==> config.mk <==
export PLATFORM = sky130hd
export DESIGN_NAME = sfds_diag_seq
export DESIGN_NICKNAME = d
export VERILOG_FILES = /design/src/sfds_res_mem.v /design/src/sfds_diag_seq.v
export VERILOG_INCLUDE_DIRS = /design/src
export SDC_FILE = /design/constraint.sdc
export NUM_CORES = 1
export LEC_CHECK = 0
export BUFFER_PORTS_ARGS = -buffer_cell sky130_fd_sc_hd__buf_2
export CAP_MARGIN = 20
export CORE_MARGIN = 8
export CORE_UTILIZATION = 35
export CTS_CLUSTER_DIAMETER = 200
export DETAILED_ROUTE_END_ITERATION = 10
export PLACE_DENSITY = 0.61
export SETUP_SLACK_MARGIN = 0.05
export SLEW_MARGIN = 20
export SYNTH_ARGS = -nofsm -noshare
export SYNTH_HDL_FRONTEND = slang
export SYNTH_SLANG_ARGS = --single-unit
==> constraint.sdc <==
create_clock -name clock -period 2.6 [get_ports clock]
set_clock_uncertainty 0.1 [all_clocks]
set_input_delay 0 -clock clock [delete_from_list [all_inputs] [get_ports clock]]
set_output_delay 0 -clock clock [all_outputs]
set_load 0.01 [all_outputs]
==> src/sfds_map.vh <==
`ifndef SFDS_MAP_VH
`define SFDS_MAP_VH

// clock rate and documented times
`define SFDS_CLK_MHZ 200
`define SFDS_CHECK_US 1000
`define SFDS_DIAG_US 100000
`define SFDS_CHECK_CYC 25'h30d40
`define SFDS_DIAG_CYC 25'h1312d00
`define SFDS_CNT_W 25

// first instruction byte fields
`define SFDS_IB1_DIAG_EN 6
`define SFDS_IB1_OFFSET_EN 5
`define SFDS_IB1_GAIN_FRONT 4
`define SFDS_IB1_GAIN_REAR 3
`define SFDS_IB1_RESET 8'h00

// second instruction byte fields
`define SFDS_IB2_THR_LOW 7
`define SFDS_IB2_STBY_OFF 4
`define SFDS_IB2_LINE_DIAG 3
`define SFDS_IB2_AC_EN 2
`define SFDS_IB2_RESET 8'h00

// per-channel result word
`define SFDS_RES_W 4
`define SFDS_RES_GND 0
`define SFDS_RES_VS 1
`define SFDS_RES_SHORTED 2
`define SFDS_RES_OPEN 3

// positive output is the test-current source on these channels
`define SFDS_POS_SRC_MASK 4'h6

// field positions in the synchronised sense vector
`define SFDS_SYN_POSGND 0
`define SFDS_SYN_NEGGND 4
`define SFDS_SYN_VS 8
`define SFDS_SYN_SHORTED 12
`define SFDS_SYN_OPEN 16
`define SFDS_SYN_OVL 20
`define SFDS_SYN_OFFSET 24
`define SFDS_SYN_PEAK 28
`define SFDS_SYN_W 32

// peaks needed to call a tweeter present
`define SFDS_PEAK_MIN 2'h3

`endif

==> src/sfds_res_mem.v <==
`timescale 1ns/10ps
`include "sfds_map.vh"

module sfds_res_mem (
	// clock and reset
	input wire clock,
	input wire resetn,
	// write side, one enable per channel
	input wire [3:0] wr_en,
	input wire [4*`SFDS_RES_W-1:0] wr_data,
	input wire clr,
	// registered read side
	input wire [1:0] rd_addr,
	output reg [`SFDS_RES_W-1:0] rd_data
);
	reg [`SFDS_RES_W-1:0] word_r [0:3];
	integer k;

	always @(posedge clock or negedge resetn) begin
		if (!resetn) begin
			for (k = 0; k < 4; k = k + 1) begin
				word_r[k] <= {`SFDS_RES_W{1'b0}};
			end
			rd_data <= {`SFDS_RES_W{1'b0}};
		end else begin
			// a fresh result written with the clear is kept
			for (k = 0; k < 4; k = k + 1) begin
				if (wr_en[k]) begin
					word_r[k] <= wr_data[k*`SFDS_RES_W +: `SFDS_RES_W];
				end else if (clr) begin
					word_r[k] <= {`SFDS_RES_W{1'b0}};
				end
			end
			rd_data <= word_r[rd_addr];
		end
	end
endmodule // sfds_res_mem

==> src/sfds_diag_seq.v <==
`timescale 1ns/10ps
`include "sfds_map.vh"

// How it works
// - standby exit with diagnostics requested runs turn-on load test for four fault kinds
// - turn-on result stays stored until a host read arms a new pulse
// - combined standby exit and enable: pulse first, stage standby, outputs high impedance
// - once biased, permanent diagnostics; turn-on result kept until a short appears
// - output status captured at end of the 100 ms test pulse
// - load thresholds change only with low gain plus line-driver diagnostic mode
// - diagnostics off: shut faulted channel, recheck every 1 ms, restart when clear
// - diagnostics on: overload triggering protection starts the procedure itself
// - recheck 1 ms after overload; if clear, skip diagnostic, channel active again
// - overload still present at recheck starts a 100 ms diagnostic cycle
// - after a cycle channel goes to restart mode; next cycle armed by host read
// - offset beyond 2 V flagged only if it persists the whole window
// - offset window runs from previous read or enable bit set to current read
// - protection firing during measurement suppresses offset and AC load results
// - AC load detection by peak current enabled by second byte bit 2
// - second byte bit 7 selects the high or low peak-current threshold pair
// - tweeter present only with at least 3 peaks over threshold, else open
// - several faults: at least one reported, rest over read and removal cycles
// - double fault priority: source ground plus supply both, supply beats load faults
// - positive output sources test current on channels 3 and 2, negative on 4 and 1
// - permanent diagnostics never report open load; only next turn-on test does
// - each host read restarts cycles and returns the previous cycle's data
// - first byte bit 6 enables diagnostics when set, defeats them when clear
module sfds_diag_seq #(
	parameter [`SFDS_CNT_W-1:0] CHECK_CYCLES = `SFDS_CHECK_CYC,
	parameter [`SFDS_CNT_W-1:0] DIAG_CYCLES = `SFDS_DIAG_CYC
) (
	// clock and reset
	input wire clock,
	input wire resetn,
	// instruction bytes from the bus front end
	input wire ib_write,
	input wire [7:0] first_instruction_byte,
	input wire [7:0] second_instruction_byte,
	input wire host_read,
	// analog comparator flags, one bit per channel, asynchronous
	input wire [3:0] pos_out_gnd,
	input wire [3:0] neg_out_gnd,
	input wire [3:0] out_short_vs,
	input wire [3:0] load_shorted,
	input wire [3:0] load_open,
	input wire [3:0] overload,
	input wire [3:0] offset_over,
	input wire [3:0] peak_over,
	// power stage control
	output reg stage_standby_r,
	output reg outputs_hiz_r,
	output reg test_pulse_r,
	output reg [3:0] ch_shutdown_r,
	output reg [3:0] ch_restart_r,
	// analog threshold selection
	output reg load_thr_line_front_r,
	output reg load_thr_line_rear_r,
	output reg current_thr_low_r,
	output reg ac_detect_en_r,
	// diagnostic results
	output reg [4*`SFDS_RES_W-1:0] report_r,
	output reg [3:0] offset_high_r,
	output reg [3:0] open_tweeter_r
);
	localparam [1:0] ST_STBY = 2'h0;
	localparam [1:0] ST_PULSE = 2'h1;
	localparam [1:0] ST_ACT = 2'h2;
	localparam [1:0] CH_RUN = 2'h0;
	localparam [1:0] CH_CHECK = 2'h1;
	localparam [1:0] CH_DIAG = 2'h2;

	reg [7:0] ib1_r, ib2_r;
	reg [`SFDS_SYN_W-1:0] sync1_r, sync2_r;
	reg [1:0] st_r, st_nxt, pub_addr_r, pub_ch_r;
	reg [`SFDS_CNT_W-1:0] tmr_r, tmr_nxt;
	reg ton_capture, pulse_armed_r, mem_clr_r, pub_busy_r, pub_cap_r;
	reg [1:0] ch_st_r [0:3];
	reg [`SFDS_CNT_W-1:0] ch_cnt_r [0:3];
	reg [3:0] perm_armed_r, off_persist_r, off_ovl_r, ac_ovl_r, peak_prev_r, mem_we_r;
	reg [1:0] peak_cnt_r [0:3];
	reg [4*`SFDS_RES_W-1:0] mem_wd_r;
	wire [`SFDS_RES_W-1:0] mem_rd;
	wire off_start, ac_start;
	integer i, m;

	// one result word per channel, by double-fault priority
	function [`SFDS_RES_W-1:0] resolve;
		input integer ch;
		input [`SFDS_SYN_W-1:0] vec;
		input turn_on;
		reg pos_src, source_gnd, sink_gnd;
		begin
			pos_src = |((`SFDS_POS_SRC_MASK >> ch) & 4'h1);
			source_gnd = pos_src ? vec[`SFDS_SYN_POSGND + ch] : vec[`SFDS_SYN_NEGGND + ch];
			sink_gnd = pos_src ? vec[`SFDS_SYN_NEGGND + ch] : vec[`SFDS_SYN_POSGND + ch];
			resolve = {`SFDS_RES_W{1'b0}};
			if (source_gnd && vec[`SFDS_SYN_VS + ch]) begin
				resolve[`SFDS_RES_GND] = 1'b1;
				resolve[`SFDS_RES_VS] = 1'b1;
			end else if (source_gnd) begin
				resolve[`SFDS_RES_GND] = 1'b1;
			end else if (vec[`SFDS_SYN_VS + ch]) begin
				resolve[`SFDS_RES_VS] = 1'b1;
			end else if (sink_gnd && vec[`SFDS_SYN_OPEN + ch] && turn_on) begin
				resolve[`SFDS_RES_OPEN] = 1'b1;
			end else if (sink_gnd) begin
				resolve[`SFDS_RES_GND] = 1'b1;
			end else if (vec[`SFDS_SYN_SHORTED + ch]) begin
				resolve[`SFDS_RES_SHORTED] = 1'b1;
			end else if (vec[`SFDS_SYN_OPEN + ch] && turn_on) begin
				resolve[`SFDS_RES_OPEN] = 1'b1;
			end
		end
	endfunction

	// window starts: a read, or the enable bit going from 0 to 1
	assign off_start = host_read |
		(ib_write & first_instruction_byte[`SFDS_IB1_OFFSET_EN] & ~ib1_r[`SFDS_IB1_OFFSET_EN]);
	assign ac_start = host_read |
		(ib_write & second_instruction_byte[`SFDS_IB2_AC_EN] & ~ib2_r[`SFDS_IB2_AC_EN]);

	sfds_res_mem u_sfds_res_mem (
		.clock(clock),
		.resetn(resetn),
		.wr_en(mem_we_r),
		.wr_data(mem_wd_r),
		.clr(mem_clr_r),
		.rd_addr(pub_addr_r),
		.rd_data(mem_rd)
	);

	// device-level sequence: standby, turn-on pulse, biased
	always @* begin
		st_nxt = st_r;
		tmr_nxt = tmr_r;
		ton_capture = 1'b0;
		case (st_r)
			ST_STBY: begin
				if (ib2_r[`SFDS_IB2_STBY_OFF]) begin
					if (ib1_r[`SFDS_IB1_DIAG_EN] && pulse_armed_r) begin
						st_nxt = ST_PULSE;
						tmr_nxt = {`SFDS_CNT_W{1'b0}};
					end else begin
						st_nxt = ST_ACT;
					end
				end
			end
			ST_PULSE: begin
				if (!ib2_r[`SFDS_IB2_STBY_OFF]) begin
					st_nxt = ST_STBY;
				end else if (tmr_r == DIAG_CYCLES - 1'b1) begin
					ton_capture = 1'b1;
					st_nxt = ST_ACT;
				end else begin
					tmr_nxt = tmr_r + 1'b1;
				end
			end
			ST_ACT: begin
				if (!ib2_r[`SFDS_IB2_STBY_OFF]) begin
					st_nxt = ST_STBY;
				end
			end
			default: begin
				st_nxt = ST_STBY;
			end
		endcase
	end

	always @(posedge clock or negedge resetn) begin
		if (!resetn) begin
			ib1_r <= `SFDS_IB1_RESET;
			ib2_r <= `SFDS_IB2_RESET;
			sync1_r <= {`SFDS_SYN_W{1'b0}};
			sync2_r <= {`SFDS_SYN_W{1'b0}};
			st_r <= ST_STBY;
			tmr_r <= {`SFDS_CNT_W{1'b0}};
			pulse_armed_r <= 1'b1;
			stage_standby_r <= 1'b1;
			outputs_hiz_r <= 1'b1;
			test_pulse_r <= 1'b0;
			load_thr_line_front_r <= 1'b0;
			load_thr_line_rear_r <= 1'b0;
			current_thr_low_r <= 1'b0;
			ac_detect_en_r <= 1'b0;
		end else begin
			if (ib_write) begin
				ib1_r <= first_instruction_byte;
				ib2_r <= second_instruction_byte;
			end
			// comparators are analog and free running
			sync1_r <= {peak_over, offset_over, overload, load_open,
				load_shorted, out_short_vs, neg_out_gnd, pos_out_gnd};
			sync2_r <= sync1_r;
			st_r <= st_nxt;
			tmr_r <= tmr_nxt;
			// stage held in standby with floating outputs during the pulse
			stage_standby_r <= (st_nxt != ST_ACT);
			outputs_hiz_r <= (st_nxt != ST_ACT);
			test_pulse_r <= (st_nxt == ST_PULSE);
			if (host_read) begin
				pulse_armed_r <= 1'b1;
			end else if (ton_capture) begin
				pulse_armed_r <= 1'b0;
			end
			load_thr_line_front_r <= ib1_r[`SFDS_IB1_GAIN_FRONT] & ib2_r[`SFDS_IB2_LINE_DIAG];
			load_thr_line_rear_r <= ib1_r[`SFDS_IB1_GAIN_REAR] & ib2_r[`SFDS_IB2_LINE_DIAG];
			current_thr_low_r <= ib2_r[`SFDS_IB2_THR_LOW];
			ac_detect_en_r <= ib2_r[`SFDS_IB2_AC_EN];
		end
	end

	// per-channel overload handling and result capture
	always @(posedge clock or negedge resetn) begin
		if (!resetn) begin
			for (i = 0; i < 4; i = i + 1) begin
				ch_st_r[i] <= CH_RUN;
				ch_cnt_r[i] <= {`SFDS_CNT_W{1'b0}};
			end
			perm_armed_r <= 4'hf;
			ch_shutdown_r <= 4'h0;
			ch_restart_r <= 4'hf;
			mem_we_r <= 4'h0;
			mem_wd_r <= {4*`SFDS_RES_W{1'b0}};
		end else begin
			mem_we_r <= 4'h0;
			for (i = 0; i < 4; i = i + 1) begin
				if (ton_capture) begin
					mem_we_r[i] <= 1'b1;
					mem_wd_r[i*`SFDS_RES_W +: `SFDS_RES_W] <= resolve(i, sync2_r, 1'b1);
				end
				if (st_r != ST_ACT) begin
					ch_st_r[i] <= CH_RUN;
					ch_shutdown_r[i] <= 1'b0;
				end else begin
					case (ch_st_r[i])
						CH_RUN: begin
							if (sync2_r[`SFDS_SYN_OVL + i]) begin
								ch_st_r[i] <= CH_CHECK;
								ch_cnt_r[i] <= {`SFDS_CNT_W{1'b0}};
								ch_shutdown_r[i] <= 1'b1;
							end
						end
						CH_CHECK: begin
							if (ch_cnt_r[i] == CHECK_CYCLES - 1'b1) begin
								ch_cnt_r[i] <= {`SFDS_CNT_W{1'b0}};
								if (!sync2_r[`SFDS_SYN_OVL + i]) begin
									ch_st_r[i] <= CH_RUN;
									ch_shutdown_r[i] <= 1'b0;
								end else if (ib1_r[`SFDS_IB1_DIAG_EN] && perm_armed_r[i]) begin
									ch_st_r[i] <= CH_DIAG;
								end
							end else begin
								ch_cnt_r[i] <= ch_cnt_r[i] + 1'b1;
							end
						end
						CH_DIAG: begin
							if (ch_cnt_r[i] == DIAG_CYCLES - 1'b1) begin
								// no short seen: turn-on result stays
								if (|resolve(i, sync2_r, 1'b0)) begin
									mem_we_r[i] <= 1'b1;
									mem_wd_r[i*`SFDS_RES_W +: `SFDS_RES_W] <= resolve(i, sync2_r, 1'b0);
								end
								ch_st_r[i] <= CH_CHECK;
								ch_cnt_r[i] <= {`SFDS_CNT_W{1'b0}};
							end else begin
								ch_cnt_r[i] <= ch_cnt_r[i] + 1'b1;
							end
						end
						default: begin
							ch_st_r[i] <= CH_RUN;
						end
					endcase
				end
				// a read re-arms even a cycle ending in the same clock
				if (host_read) begin
					perm_armed_r[i] <= 1'b1;
				end else if (st_r == ST_ACT && ch_st_r[i] == CH_DIAG && ch_cnt_r[i] == DIAG_CYCLES - 1'b1) begin
					perm_armed_r[i] <= 1'b0;
				end
				ch_restart_r[i] <= ~(ib1_r[`SFDS_IB1_DIAG_EN] & perm_armed_r[i]);
			end
		end
	end

	// offset and AC load windows, closed by a host read
	always @(posedge clock or negedge resetn) begin
		if (!resetn) begin
			off_persist_r <= 4'h0;
			off_ovl_r <= 4'h0;
			ac_ovl_r <= 4'h0;
			peak_prev_r <= 4'h0;
			offset_high_r <= 4'h0;
			open_tweeter_r <= 4'h0;
			for (m = 0; m < 4; m = m + 1) begin
				peak_cnt_r[m] <= 2'h0;
			end
		end else begin
			peak_prev_r <= sync2_r[`SFDS_SYN_PEAK +: 4];
			for (m = 0; m < 4; m = m + 1) begin
				if (host_read) begin
					// last-cycle evidence still counts toward the closing window
					offset_high_r[m] <= ib1_r[`SFDS_IB1_OFFSET_EN] & off_persist_r[m] &
						sync2_r[`SFDS_SYN_OFFSET + m] & ~off_ovl_r[m] & ~sync2_r[`SFDS_SYN_OVL + m];
					open_tweeter_r[m] <= ib2_r[`SFDS_IB2_AC_EN] & ~ac_ovl_r[m] &
						~sync2_r[`SFDS_SYN_OVL + m] & (peak_cnt_r[m] != `SFDS_PEAK_MIN);
				end
				// an overload on the start cycle still taints the new window
				if (off_start) begin
					off_persist_r[m] <= 1'b1;
					off_ovl_r[m] <= sync2_r[`SFDS_SYN_OVL + m];
				end else begin
					if (!sync2_r[`SFDS_SYN_OFFSET + m]) begin
						off_persist_r[m] <= 1'b0;
					end
					if (sync2_r[`SFDS_SYN_OVL + m]) begin
						off_ovl_r[m] <= 1'b1;
					end
				end
				if (ac_start) begin
					ac_ovl_r[m] <= sync2_r[`SFDS_SYN_OVL + m];
					peak_cnt_r[m] <= 2'h0;
				end else begin
					if (sync2_r[`SFDS_SYN_OVL + m]) begin
						ac_ovl_r[m] <= 1'b1;
					end
					// saturating count of rising peak edges
					if (sync2_r[`SFDS_SYN_PEAK + m] && !peak_prev_r[m] && peak_cnt_r[m] != `SFDS_PEAK_MIN) begin
						peak_cnt_r[m] <= peak_cnt_r[m] + 1'b1;
					end
				end
			end
		end
	end

	// read publishes the stored cycle, then clears for the next one
	always @(posedge clock or negedge resetn) begin
		if (!resetn) begin
			pub_busy_r <= 1'b0;
			pub_addr_r <= 2'h0;
			pub_cap_r <= 1'b0;
			pub_ch_r <= 2'h0;
			mem_clr_r <= 1'b0;
			report_r <= {4*`SFDS_RES_W{1'b0}};
		end else begin
			mem_clr_r <= 1'b0;
			pub_cap_r <= pub_busy_r;
			pub_ch_r <= pub_addr_r;
			if (pub_busy_r) begin
				pub_addr_r <= pub_addr_r + 1'b1;
				if (pub_addr_r == 2'h3) begin
					pub_busy_r <= 1'b0;
					mem_clr_r <= 1'b1;
				end
			end else if (host_read) begin
				pub_busy_r <= 1'b1;
				pub_addr_r <= 2'h0;
			end
			if (pub_cap_r) begin
				report_r[pub_ch_r*`SFDS_RES_W +: `SFDS_RES_W] <= mem_rd;
			end
		end
	end
endmodule // sfds_diag_seq

# Word-level counts from Yosys, hierarchy flattened
# Cells that the tools add are included.
[totals]
out_inout_bits = 39
elab_cells = 558
regBits = 328
inputBits = 52
[classes]
bitwise = 60
add_sub_neg = 11
reduce_logical = 86
shifts = 2
n_lt_le_gt_ge = 1
n_mux = 277
eq_ne = 59
[op_table]
columns = ["cell", "n"]
rows = [
  ["$mux 25", 16],
  ["$pmux 25 s3", 4],
  ["$mux 2", 75],
  ["$mux 1", 139],
  ["$add 25x1->25 const B", 5],
  ["$eq 25x25->1 const B", 5],
  ["$mux 4", 27],
  ["$eq 25x18->1 const B", 4],
  ["$pmux 25 s2", 1],
  ["$reduce_bool 2->1", 23],
  ["$ne 3x3->1 const B", 15],
  ["$and 1x1->1", 38],
  ["$neg 4->34", 1],
  ["$shift 4x34->16 const A", 1],
  ["$shiftx 4x34->16", 1],
  ["$reduce_and 4->1", 8],
  ["$pmux 2 s3", 5],
  ["$logic_and 1x1->1", 29],
  ["$ne 2x2->1 const B", 14],
  ["$reduce_bool 3->1", 8],
  ["$not 1->1", 19],
  ["$bwmux 16", 1],
  ["$ne 4x4->1 const B", 4],
  ["$eq 2x1->1 const B", 6],
  ["15 further kinds", 47],
]

# Logic depth before layout (Yosys ltp)
# Gate-level depths: netlist (run 1).
[depth]
word_depth = 13
mapped_depth = 9
depth_no_buf = 8

# Cells and area by module
# A second synthesis (run 1) with hierarchy kept.
[unflattened]
hier_cells = 1387
area_unflattened_um2 = 14493.9
[by_module_without_submodules]
columns = ["module", "area_per_inst_um2", "n_inst", "cells_per_inst", "seq_area_each_um2"]
rows = [
  ["sfds_diag_seq", 13644.3, 1, 1314, 7544.7],
  ["sfds_res_mem", 849.6, 1, 73, 500.5],
]

# Worst setup path after synthesis (run 1)
# Ideal clock, no wire load.
[synth_timing]
kind = "register to register"
from = "reg tmr_r[0]"
to = "reg mem_wd_r[4]"
n_path_buf = 1
setup_time_ns = 0.131
slack_ns = -0.002
stages_incl_launch_ff = 9
required_time_ns = 2.369
synth_period_minus_slack_ns = 2.602
t_arrival_ns = 2.371
path_cell_list = "dfrtp_1 ha_1 nand3_1 or4_4 or4_4 buf_6 mux2_4 o21ai_2 o211ai_1"
[synth_via]
elab_chain_len = 9
[synth_rtl]
columns = ["element", "line_no", "rtl"]
rows = [
  ["start, declared", "sfds_diag_seq.v:75", "reg [`SFDS_CNT_W-1:0] tmr_r, tmr_nxt;"],
  ["start signal, assigned", "sfds_diag_seq.v:176", "tmr_r <= {`SFDS_CNT_W{1'b0}};"],
  ["start signal, assigned", "sfds_diag_seq.v:195", "tmr_r <= tmr_nxt;"],
  ["$eq 25x25->1 (*)", "sfds_diag_seq.v:151", "end else if (tmr_r == DIAG_CYCLES - 1'b1) begin"],
  ["$mux 1 (*)", "sfds_diag_seq.v:151", ""],
  ["$mux 1 (*)", "sfds_diag_seq.v:149", "if (!ib2_r[`SFDS_IB2_STBY_OFF]) begin"],
  ["$mux 1 (*)", "sfds_diag_seq.v:137", "case (st_r)"],
  ["$mux 4 (*)", "sfds_diag_seq.v:227", "if (ton_capture) begin"],
  ["$mux 4", "sfds_diag_seq.v:259", "if (|resolve(i, sync2_r, 1'b0)) begin"],
  ["$mux 4", "sfds_diag_seq.v:257", "if (ch_cnt_r[i] == DIAG_CYCLES - 1'b1) begin"],
  ["$mux 4", "sfds_diag_seq.v:235", "case (ch_st_r[i])"],
  ["$mux 4 (*)", "sfds_diag_seq.v:231", "if (st_r != ST_ACT) begin"],
  ["end signal, assigned", "sfds_diag_seq.v:223", "mem_wd_r <= {4*`SFDS_RES_W{1'b0}};"],
  ["end signal, assigned by index", "sfds_diag_seq.v:229", "mem_wd_r[i*`SFDS_RES_W +: `SFDS_RES_W] <= resolve(i, sync2_r, 1'b1);"],
  ["end signal, assigned by index", "sfds_diag_seq.v:261", "mem_wd_r[i*`SFDS_RES_W +: `SFDS_RES_W] <= resolve(i, sync2_r, 1'b0);"],
  ["end, declared", "sfds_diag_seq.v:81", "reg [4*`SFDS_RES_W-1:0] mem_wd_r;"],
]
# Mark *: on every way between the ends. The rest lies on a longest branch, timed or not.
# A chain may end at the register's enable or synchronous reset.

# Worst setup path after layout (run 1)
[layout_timing]
from = "reg tmr_r[14]"
to = "reg mem_wd_r[4]"
# Same word-level chain as after synthesis.

==> reports/metrics.yaml, run 1 <==
status: "finished, final reports clean"
rows: 75
finalCritPeriodShare: 0.983
via_per_inst: 5.25
nFillCells: 3941
cp-end-kind: "flip-flop"
ys_seq_elements: 321
path_buf_inv: 0
cts_buffer_depth: 3
holdWs_ns: 0.0215
gp_congestion: 0.890
synth_xor_area_frac: 0.0346
clkLatencyLatePin_ns: 0.55
hold_class: "primary input to flip-flop"
wire_per_inst_um: 16.4
max_stage_delay_ns: 0.54
synth_cell_types: 75
grt_pass1_vias: 11700
relSlewSlack: 0.562
synthArstFlopShare: 1.00
start_util: 0.352
coreArea_um2: 41700
yosys_most_used_dff: "dfrtp_1"
diodes: 0
leakagePower_nw: 8.31
die_w_um: 221
syn_inst: 1439
wl_mm: 37.1
muxShareOfSynthArea: 0.0260
drc: 0
antenna_found_initial: 0
maxCapViolations: 0
cts.clk_slew.worst_paths_ns: 0.06
drt_iter0_markers: 794
vias: 11900
cts_root_buffer: "clkbuf_16"
synth.net_count: 1522
synth.avg_cell_area_um2: 10.2
io-pin-count: 91
die_h_um: 221
crit_family: "simple AND/OR/NAND/NOR gates"
cts_tree: "yes"
peakVddDrop_v: 0.000393
placed_cells: 2099
yosysWarnings: 0
dr.pass1.iters: 5
pre_cts_ws_ns: -0.0298
arrival_ns: 2.88
syn_to_final_growth_pct: 28.2
synth_compound_area_frac: 0.123
dpl.hpwl_mm: 25.2
htree_num_levels: 2
path_common_cell: "or4_4"
path_class: "flip-flop to flip-flop"
grt_setup_unrepaired: "yes"
postRouteAntennaNets: 0
synth_edf_count: 0
finalWorstSetupSlack_ns: 0.0429
fin_cells: 2262
layout_min_cycle_time_ns: 2.56
clock_sinks: 321
path_cells: "or3b_4 -> or4_4 -> or4_4 -> mux2_4 -> o21ai_2 -> o211ai_1"
yosysSeqAreaShare: 0.548
num-nets-final: 1778
setup_viol_count_final: 0
finalMaxSlewViolations: 0
io_buffers: 82
fmax_mhz: 391
grt_pass1_wl_mm: 59.7
crit_path_top_delay_cell: "or4_4"
layout-drive-gt1-share: 0.193
synthesis.area_um2: 14700
dieArea_um2: 48800
synth_fa_ha_area_frac: 0.0264
worst_slew_pin_slew_ns: 0.653
grtUsageTotal: 0.150
synthSimpleGateAreaFrac: 0.217
cts_inserted_buffers: 37
grt_overflow_total: 0
grt_max_degree: 81
worstPathMaxFanout: 6
critPathRequiredTime_ns: 2.92
cp-start-kind: "flip-flop"
hold_violations: 0
powerDensity_nw_per_um2: 667
synth_top_family_by_area: "simple AND/OR/NAND/NOR gates"
==> routing by layer <==
metal,share of wire,vias to the layer above,routed length (um),track usage
li1,-,5667,-,-
met1,0.45,5914,16900,0.197
met2,0.48,239,17700,0.252
met3,0.043,58,1610,0.0241
met4,0.023,0,857,0.0507
met5,0,-,0,0
==> Yosys cell counts, drive strengths merged, types with 9 or more instances <==
cell type,instances,area share
a31oi,34,0.014
o21ai,72,0.025
a21o,27,0.014
dfrtp,311,0.53
a211oi,9,0.0046
mux2i,13,0.0089
nor3,32,0.011
or3,10,0.0043
ha,31,0.026
a21oi,34,0.012
nand2,188,0.048
o41ai,12,0.0072
nand3,68,0.023
and3,12,0.0051
nand4,35,0.015
or4,16,0.0087
clkbuf,37,0.0095
xor2,24,0.014
nor4,22,0.0094
and2,21,0.0092
xnor2,34,0.020
mux2,14,0.011
buf,11,0.0047
inv,42,0.011
nor2,148,0.038
a22o,26,0.016
and4,9,0.0054
dfstp,10,0.018
nand2b,30,0.013
==> cell families (layout without fill, tap and decap cells) <==
logic type | count (synthesis) | after routing
simple gates | 640 | 641
flops | 321 | 321
compound gates | 268 | 269
buf+inv | 90 | 372
xor+xnor | 58 | 58
fa+ha+maj | 31 | 31
mux | 31 | 31
==> stage by stage <==
step / utilization / TNS, ns / area [um2] / power, W
floorplan: - / 0 / 14700 / 0.00627
global placement: 0.391 / 0 / 16300 / 0.00679
detailed placement: 0.391 / -0.0298 / 16300 / 0.00682
CTS: 0.444 / 0 / 18500 / 0.0127
global route: 0.452 / -0.0469 / 18800 / 0.0131
finish: 0.452 / 0 / 18800 / 0.0126
==> what timing repair did <==
item                       in CTS  in global routing
gates cloned                    0                  4
resized for setup               2                 55
buffers inserted                0                 10
hold buffers                   82                  0
pin swaps                       0                 20
hold endpoints to repair      387                  0
setup endpoints to repair      14                 81
==> worst paths after layout <==
kind                            cells past startpoint         endpoint            start  slack (ns)
worst min register to register                      0       sync2_r[1]       sync1_r[1]        0.25
worst max-delay path                                6      mem_wd_r[4]        tmr_r[14]        0.04
max in group asynchronous                           4  perm_armed_r[0]           resetn        1.42
min in group asynchronous                           3  perm_armed_r[1]           resetn        0.50
worst max register to register                      6      mem_wd_r[4]        tmr_r[14]        0.04
worst min-delay path                                2      sync1_r[11]  out_short_vs[3]        0.02
==> flip-flops by register name, indices dropped and copies added, names as in the netlist, 8 cells and up <==
register and flops:
peak_cnt_r 8, u_sfds_res_mem.word_r 16, sync1_r 32, report_r 16, tmr_r 25, mem_wd_r 16, ch_cnt_r 100, sync2_r 32
ch_st_r 8
==> cell type report <==
type,count,area (um2),share of cell area
Tap cell,539,674,0.0358
Clock inverter,16,245,0.0130
Multi-Input combinational cell,1030,6480,0.344
Clock buffer,51,1100,0.0585
Sequential cell,321,8050,0.428
Inverter,42,158,0.00838
Timing Repair Buffer,263,2110,0.112
==> worst register-to-register path: cells and delay by family (launching register included) <==
family	cells	cell delay, ns
flip-flops	1	0.38
multiplexers	1	0.34
AO/OA/AOI/OAI	2	0.13
AND/OR/NAND/NOR	3	1.48
==> power breakdown <==
part	switching (W)	total, W	internal, W
clock network	0.00209	0.00565	0.00357
logic	0.000832	0.00144	0.000607
registers	0.000242	0.00546	0.00522
==> layout by cell type, fill, tap and decap left out, types with 8 or more instances in the layout <==
cell type	instances
o21ai_0	63
clkbuf_8	8
o41ai_1	12
a22o_1	26
and2_1	18
and3_1	12
nor2b_1	8
a211oi_1	8
or4_4	9
nand3_1	66
mux2_2	13
nor4_1	19
mux2i_1	13
xor2_1	24
xnor2_1	34
and4_1	9
nor2_1	143
buf_4	85
buf_6	8
or4_1	8
dfstp_2	10
or3_1	10
clkbuf_16	40
dlygate4sd3_1	81
nor3_1	30
nand2b_1	30
ha_1	28
inv_1	42
a21o_1	27
buf_2	81
nand3b_1	8
a21oi_1	30
nand2_1	185
dfrtp_1	310
nand4_1	35
a31oi_1	33
Power figures use the tool's default switching activity.
==> inputs of run 2 (changes only) <==
--- a/config.mk
+++ b/config.mk
@@ -13,7 +13,7 @@
 export CTS_CLUSTER_DIAMETER = 200
 export DETAILED_ROUTE_END_ITERATION = 10
 export PLACE_DENSITY = 0.61
-export SETUP_SLACK_MARGIN = 0.05
+export SETUP_SLACK_MARGIN = 0.15
 export SLEW_MARGIN = 20
 export SYNTH_ARGS = -nofsm -noshare
 export SYNTH_HDL_FRONTEND = slang
==> reports/metrics.yaml, run 2 (synthesized netlist as in run 1, its figures left out) <==
status: "finished, final reports clean"  # unchanged
path_class: "flip-flop to flip-flop"  # unchanged
finalMaxSlewViolations: 0  # unchanged
rr_worst_depth: 10  # was 6
critPathRequiredTime_ns: 2.93  # was 2.92 ns
vias: 12200  # was 11900
dr.pass1.iters: 5  # unchanged
hold_depth: 2  # unchanged
fmax_mhz: 385  # was 391 MHz
dieArea_um2: 48800  # unchanged
worstReg2RegEnd: "ch_cnt_r[28]"  # was mem_wd_r[4]
grt_setup_unrepaired: "yes"  # unchanged
grt_max_degree: 81  # unchanged
layout_common_cells: "dfrtp_1 (310), nand2_1 (179), nor2_1 (118)"  # was dfrtp_1 (310), nand2_1 (185), nor2_1 (143)
syn_to_final_growth_pct: 32.9  # was 28.2%
r2r_start: "ch_cnt_r[38]"  # was tmr_r[14]
powerDensity_nw_per_um2: 638  # was 667 nW/um2
maxCapViolations: 0  # unchanged
worst_slew_pin_slew_ns: 0.802  # was 0.653 ns
die_w_um: 221  # unchanged
cp-end-kind: "flip-flop"  # unchanged
cts_root_buffer: "clkbuf_16"  # unchanged
via_per_inst: 5.32  # was 5.25
drt_iter0_markers: 836  # was 794
start_util: 0.352  # unchanged
nFillCells: 3837  # was 3941
dpl.hpwl_mm: 25.4  # was 25.2 mm
finalWorstSetupSlack_ns: 0.00308  # was 0.0429 ns
regMostFlops: "ch_cnt_r"  # unchanged
layout_min_cycle_time_ns: 2.60  # was 2.56 ns
pre_cts_ws_ns: -0.00884  # was -0.0298 ns
layout-drive-gt1-share: 0.243  # was 0.193
grtUsageTotal: 0.156  # was 0.150
io_buffers: 82  # unchanged
cts_tree: "yes"  # unchanged
leakagePower_nw: 8.44  # was 8.31 nW
cts.clk_slew.worst_paths_ns: 0.05  # was 0.06 ns
coreArea_um2: 41700  # unchanged
reg_top3: "ch_cnt_r x100, sync1_r x32, sync2_r x32"  # unchanged
finalCritPeriodShare: 0.999  # was 0.983
crit_path_top_delay_cell: "or4_4"  # unchanged
io-pin-count: 91  # unchanged
placed_area_um2: 16300  # about the same
seq_area_um2: 8050  # unchanged
path_common_cell: "buf_4"  # was or4_4
cts_inserted_buffers: 38  # was 37
postRouteAntennaNets: 0  # unchanged
htree_num_levels: 2  # unchanged
antenna_found_initial: 0  # unchanged
grt_pass1_wl_mm: 61.6  # was 59.7 mm
grt_pass1_vias: 12000  # was 11700
worstPathMaxFanout: 2  # was 6
cts_buffer_depth: 3  # unchanged
gp_congestion: 0.905  # was 0.890
wire_per_inst_um: 16.9  # was 16.4 um
diodes: 0  # unchanged
min_to: "sync1_r[4]"  # was sync1_r[11]
multi_input_area_um2: 7020  # was 6480 um2
setup_viol_count_final: 0  # unchanged
rrSetupSlack_ns: 0.003  # was 0.04 ns
worst-path-stages: 10  # was 6
final_common_cell: "dfrtp_1"  # unchanged
max_stage_delay_ns: 0.56  # was 0.54 ns
cp-start-kind: "flip-flop"  # unchanged
die_h_um: 221  # unchanged
num-nets-final: 1803  # was 1778
drc: 0  # unchanged
peakVddDrop_v: 0.000495  # was 0.000393 V
relSlewSlack: 0.463  # was 0.562
clock_sinks: 321  # unchanged
crit_family: "simple AND/OR/NAND/NOR gates"  # unchanged
grt_overflow_total: 0  # unchanged
arrival_ns: 2.92  # was 2.88 ns
clkLatencyLatePin_ns: 0.55  # about the same
hold_violations: 0  # unchanged
hold_class: "primary input to flip-flop"  # unchanged
fin_area_um2: 19500  # was 18800 um2
largest_reg_flops: 100  # unchanged
rows: 75  # unchanged
worstHoldStart: "neg_out_gnd[0]"  # was out_short_vs[3]
path_buf_inv: 4  # was 0
path_cells: "or4_4 -> or4_4 -> o211ai_1 -> buf_4 -> buf_4 -> buf_4 -> buf_4 -> a21oi_1 -> o21ai_1 -> o21ai_2"  # was or3b_4 -> or4_4 -> or4_4 -> mux2_4 -> o21ai_2 -> o211ai_1
wl_mm: 38.6  # was 37.1 mm
-- run 2: changes by cell type in the layout (fill, tap and decap cells not counted), sizes merged --
cell	before	now
buf	181	202
clkbuf	52	57
clkinv	5	9
bufinv	6	3
inv	44	42
a21oi	34	35
dlygate4sd3	81	80
nor2	148	149
o21ba	1	2
-- run 2: report_power, final --
part           internal, W  switching [W]
clock network      0.00328        0.00212
registers          0.00522       0.000238
logic             0.000674       0.000931
total              0.00917        0.00329
-- run 2: cell type report --
cell class	instances	share of cell area
Inverter	42	0.00808
Sequential cell	321	0.412
Multi-Input combinational cell	1033	0.360
Timing Repair Buffer	284	0.119
Tap cell	539	0.0346
Clock buffer	55	0.0567
Clock inverter	15	0.00943
-- run 2: worst max path at each step --
stage / start / end / slack, ns
final: ch_cnt_r[38] / ch_cnt_r[28] / 0.003
after detailed placement: tmr_r[8] / mem_wd_r[4] / -0.009
after global routing: ch_cnt_r[38] / ch_cnt_r[28] / -0.04
after floorplan: tmr_r[8] / mem_wd_r[4] / 0.04
after CTS: tmr_r[8] / mem_wd_r[4] / 0.01
after global placement: tmr_r[8] / mem_wd_r[4] / 0.01
-- run 2: timing repair --
item	CTS	global route
resized for setup	31	166
hold buffers	80	0
endpoints found under the hold margin	356	0
cloned	3	8
pin swaps	6	78
endpoints found under the setup margin	72	132
setup buffers	8	17
-- run 2: per-layer routing --
metal	GRT usage	up-vias	routed length, um	share of wire
met5	0	-	0	0
met4	0.0745	0	1630	0.042
met3	0.0267	94	2010	0.052
met2	0.254	340	18300	0.47
met1	0.199	6007	16700	0.43
li1	-	5734	-	-
-- run 2: per-stage QoR --
step	utilization	instances	total power [W]	setup TNS, ns	hold slack [ns]
final	0.468	2289	0.0125	0	0.0167
after global routing	0.468	2289	0.0130	-0.312	0.00671
after CTS	0.448	2264	0.0125	0	0.000820
after detailed placement	0.392	2103	0.00685	-0.00884	-0.0393
after global placement	0.392	2103	0.00682	0	-0.0398
after floorplan	-	1439	0.00627	0	-0.396
==> inputs of run 3 (changes only) <==
--- a/config.mk
+++ b/config.mk
@@ -9,10 +9,10 @@
 export BUFFER_PORTS_ARGS = -buffer_cell sky130_fd_sc_hd__buf_2
 export CAP_MARGIN = 20
 export CORE_MARGIN = 8
-export CORE_UTILIZATION = 35
+export CORE_UTILIZATION = 32
 export CTS_CLUSTER_DIAMETER = 200
 export DETAILED_ROUTE_END_ITERATION = 10
-export PLACE_DENSITY = 0.61
+export PLACE_DENSITY = 0.57
 export SETUP_SLACK_MARGIN = 0.15
 export SLEW_MARGIN = 20
 export SYNTH_ARGS = -nofsm -noshare
==> constraint.sdc (replaced) <==
create_clock -name clock -period 2.6 [get_ports clock]
set_clock_uncertainty 0.1 [all_clocks]
set_input_delay 0.26 -clock clock [delete_from_list [all_inputs] [get_ports clock]]
set_output_delay 0.26 -clock clock [all_outputs]
set_load 0.01 [all_outputs]
==> reports/metrics.yaml, run 3 (synthesized netlist as in run 1, its figures left out) <==
status: "finished, violations left"  # was finished, final reports clean
violations: "setup timing"
coreArea_um2: 45300  # was 41700 um2
leakagePower_nw: 8.39  # was 8.44 nW
p_int_w: 0.00928  # was 0.00917 W
clkLatencyLatePin_ns: 0.55  # about the same
setup_tns_ns: -0.00157  # was 0 ns
cts_inserted_buffers: 38  # unchanged
placed_cells: 2169  # was 2103
power_switching_share: 0.260  # was 0.264
peakVddDrop_v: 0.000438  # was 0.000495 V
dieArea_um2: 53000  # was 48800 um2
holdWs_ns: 0.0269  # was 0.0167 ns
die_w_um: 230  # was 221 um
critPathRequiredTime_ns: 2.90  # was 2.93 ns
rows: 78  # was 75
layout_common_cells: "dfrtp_1 (311), nand2_1 (182), nor2_1 (128)"  # was dfrtp_1 (310), nand2_1 (179), nor2_1 (118)
crit_start: "ch_cnt_r[38]"  # unchanged
grt_pass1_vias: 11700  # was 12000
htree_num_levels: 2  # unchanged
path_cells: "or4_4 -> or4_4 -> o211ai_1 -> buf_4 -> nand2_4 -> buf_12 -> buf_8 -> a41oi_2 -> a31oi_1"  # was or4_4 -> or4_4 -> o211ai_1 -> buf_4 -> buf_4 -> buf_4 -> buf_4 -> a21oi_1 -> o21ai_1 -> o21ai_2
largest_reg_flops: 100  # unchanged
worstPathMaxFanout: 8  # was 2
cts_root_buffer: "clkbuf_16"  # unchanged
gp_congestion: 0.832  # was 0.905
io-pin-count: 91  # unchanged
dr.pass1.iters: 5  # unchanged
num-nets-final: 1773  # was 1803
io_buffers: 82  # unchanged
powerDensity_nw_per_um2: 653  # was 638 nW/um2
wl_mm: 37.6  # was 38.6 mm
layout_min_cycle_time_ns: 2.60  # about the same
r2r_start: "ch_cnt_r[38]"  # unchanged
start_util: 0.324  # was 0.352
crit_path_top_delay_cell: "or4_4"  # unchanged
cp-start-kind: "flip-flop"  # unchanged
cts.clk_slew.worst_paths_ns: 0.06  # was 0.05 ns
crit_family: "simple AND/OR/NAND/NOR gates"  # unchanged
finalMaxSlewViolations: 0  # unchanged
diodes: 0  # unchanged
reg_top3: "ch_cnt_r x100, sync1_r x32, sync2_r x32"  # unchanged
grt_pass1_wl_mm: 60.8  # was 61.6 mm
grt_setup_unrepaired: "yes"  # unchanged
fin_cells: 2319  # was 2289
regMostFlops: "ch_cnt_r"  # unchanged
maxCapViolations: 0  # unchanged
cts_buffer_depth: 3  # unchanged
path_buf_inv: 3  # was 4
antenna_found_initial: 0  # unchanged
finalWorstSetupSlack_ns: -0.00157  # was 0.00308 ns
wire_per_inst_um: 16.2  # was 16.9 um
vias: 11700  # was 12200
path_class: "flip-flop to flip-flop"  # unchanged
cp-end-kind: "flip-flop"  # unchanged
hold_class: "primary input to flip-flop"  # unchanged
drt_iter0_markers: 840  # was 836
postRouteAntennaNets: 0  # unchanged
pre_cts_ws_ns: -0.0218  # was -0.00884 ns
drc: 0  # unchanged
worstHoldStart: "ib_write"  # was neg_out_gnd[0]
via_per_inst: 5.05  # was 5.32
syn_to_final_growth_pct: 30.8  # was 32.9%
arrival_ns: 2.90  # was 2.92 ns
fmax_mhz: 384  # was 385 MHz
grt_overflow_total: 0  # unchanged
power_frac_seq: 0.435  # was 0.438
hold_violations: 0  # unchanged
p_sw_w: 0.00327  # was 0.00329 W
clock_sinks: 321  # unchanged
finalCritPeriodShare: 1.00  # was 0.999
p_comb_frac: 0.123  # was 0.129
final_common_cell: "dfrtp_1"  # unchanged
cts_tree: "yes"  # unchanged
pwr-share-clk: 0.442  # was 0.433
finalPower_w: 0.0125  # about the same
max_stage_delay_ns: 0.54  # was 0.56 ns
grtUsageTotal: 0.138  # was 0.156
worst_slew_pin_slew_ns: 0.740  # was 0.802 ns
layout-drive-gt1-share: 0.243  # about the same
die_h_um: 230  # was 221 um
setup_viol_count_final: 1  # was 0
path_common_cell: "or4_4"  # was buf_4
dpl.hpwl_mm: 25.4  # about the same
grt_max_degree: 76  # was 81
relSlewSlack: 0.504  # was 0.463
==> run 3: cell types whose count changed in the layout (fill, tap and decap cells not counted), moves of 8 or more <==
cell | previous run | this run
nor2_4 | 23 | 15
buf_6 | 14 | 27
dlygate4sd3_1 | 80 | 42
nor2_1 | 118 | 128
==> run 3: power groups by stage <==
| stage | registers, W | clock network [W] | logic (W) |
|---|---|---|---|
| after floorplan | 0.00546 | 0 | 0.000810 |
| after global placement | 0.00553 | 0 | 0.00128 |
| after detailed placement | 0.00555 | 0 | 0.00131 |
| after CTS | 0.00546 | 0.00572 | 0.00140 |
| after global routing | 0.00550 | 0.00592 | 0.00173 |
| final | 0.00546 | 0.00554 | 0.00154 |
==> run 3: metrics by stage <==
step           instance area [um2]   util
6_report                     19200  0.424
4_1_cts                      18400  0.406
2_1_floorplan                14700      -
3_5_place_dp                 16400  0.363
3_3_place_gp                 16400  0.363
5_1_grt                      19200  0.424
==> run 3: cell type report <==
| cell class | instances | area [um2] |
|---|---|---|
| fillers | 4348 | 26100 |
| flip-flops and latches | 321 | 8050 |
| multi-input cells | 1030 | 6880 |
| repair buffers | 257 | 2060 |
| clock buffers | 50 | 1080 |
| well taps | 600 | 751 |
| clock inverters | 19 | 236 |
| inverters | 42 | 158 |
==> run 3: worst min-delay path, cell delays in order <==
cell and delay [ns]:
buf_2 0.21, nand2_1 0.09, o21ai_0 0.07
==> run 3: final timing paths <==
kind / slack (ns) / cells past startpoint / endpoint
setup reg to reg: -0.002 / 9 / ch_cnt_r[42]
hold reg to reg: 0.23 / 0 / sync2_r[21]
max in group asynchronous: 1.40 / 3 / perm_armed_r[1]
setup / recovery: -0.002 / 9 / ch_cnt_r[42]
min in group asynchronous: 0.16 / 2 / tmr_r[2]
hold / removal: 0.03 / 3 / ib1_r[5]
==> run 3: metal layers <==
metal	vias up	wire length (um)	GRT usage
li1	5642	-	-
met1	5768	17200	0.182
met2	247	17800	0.226
met3	59	1770	0.0250
met4	0	854	0.0441
met5	-	0	0
==> run 3: timing repair <==
| item | in CTS | in global routing |
|---|---|---|
| endpoints found under the setup margin | 54 | 127 |
| resized for setup | 25 | 148 |
| buffers inserted | 12 | 21 |
| cloned | 1 | 5 |
| hold endpoints to repair | 99 | 0 |
| pin swaps | 4 | 71 |
| hold buffers | 42 | 0 |
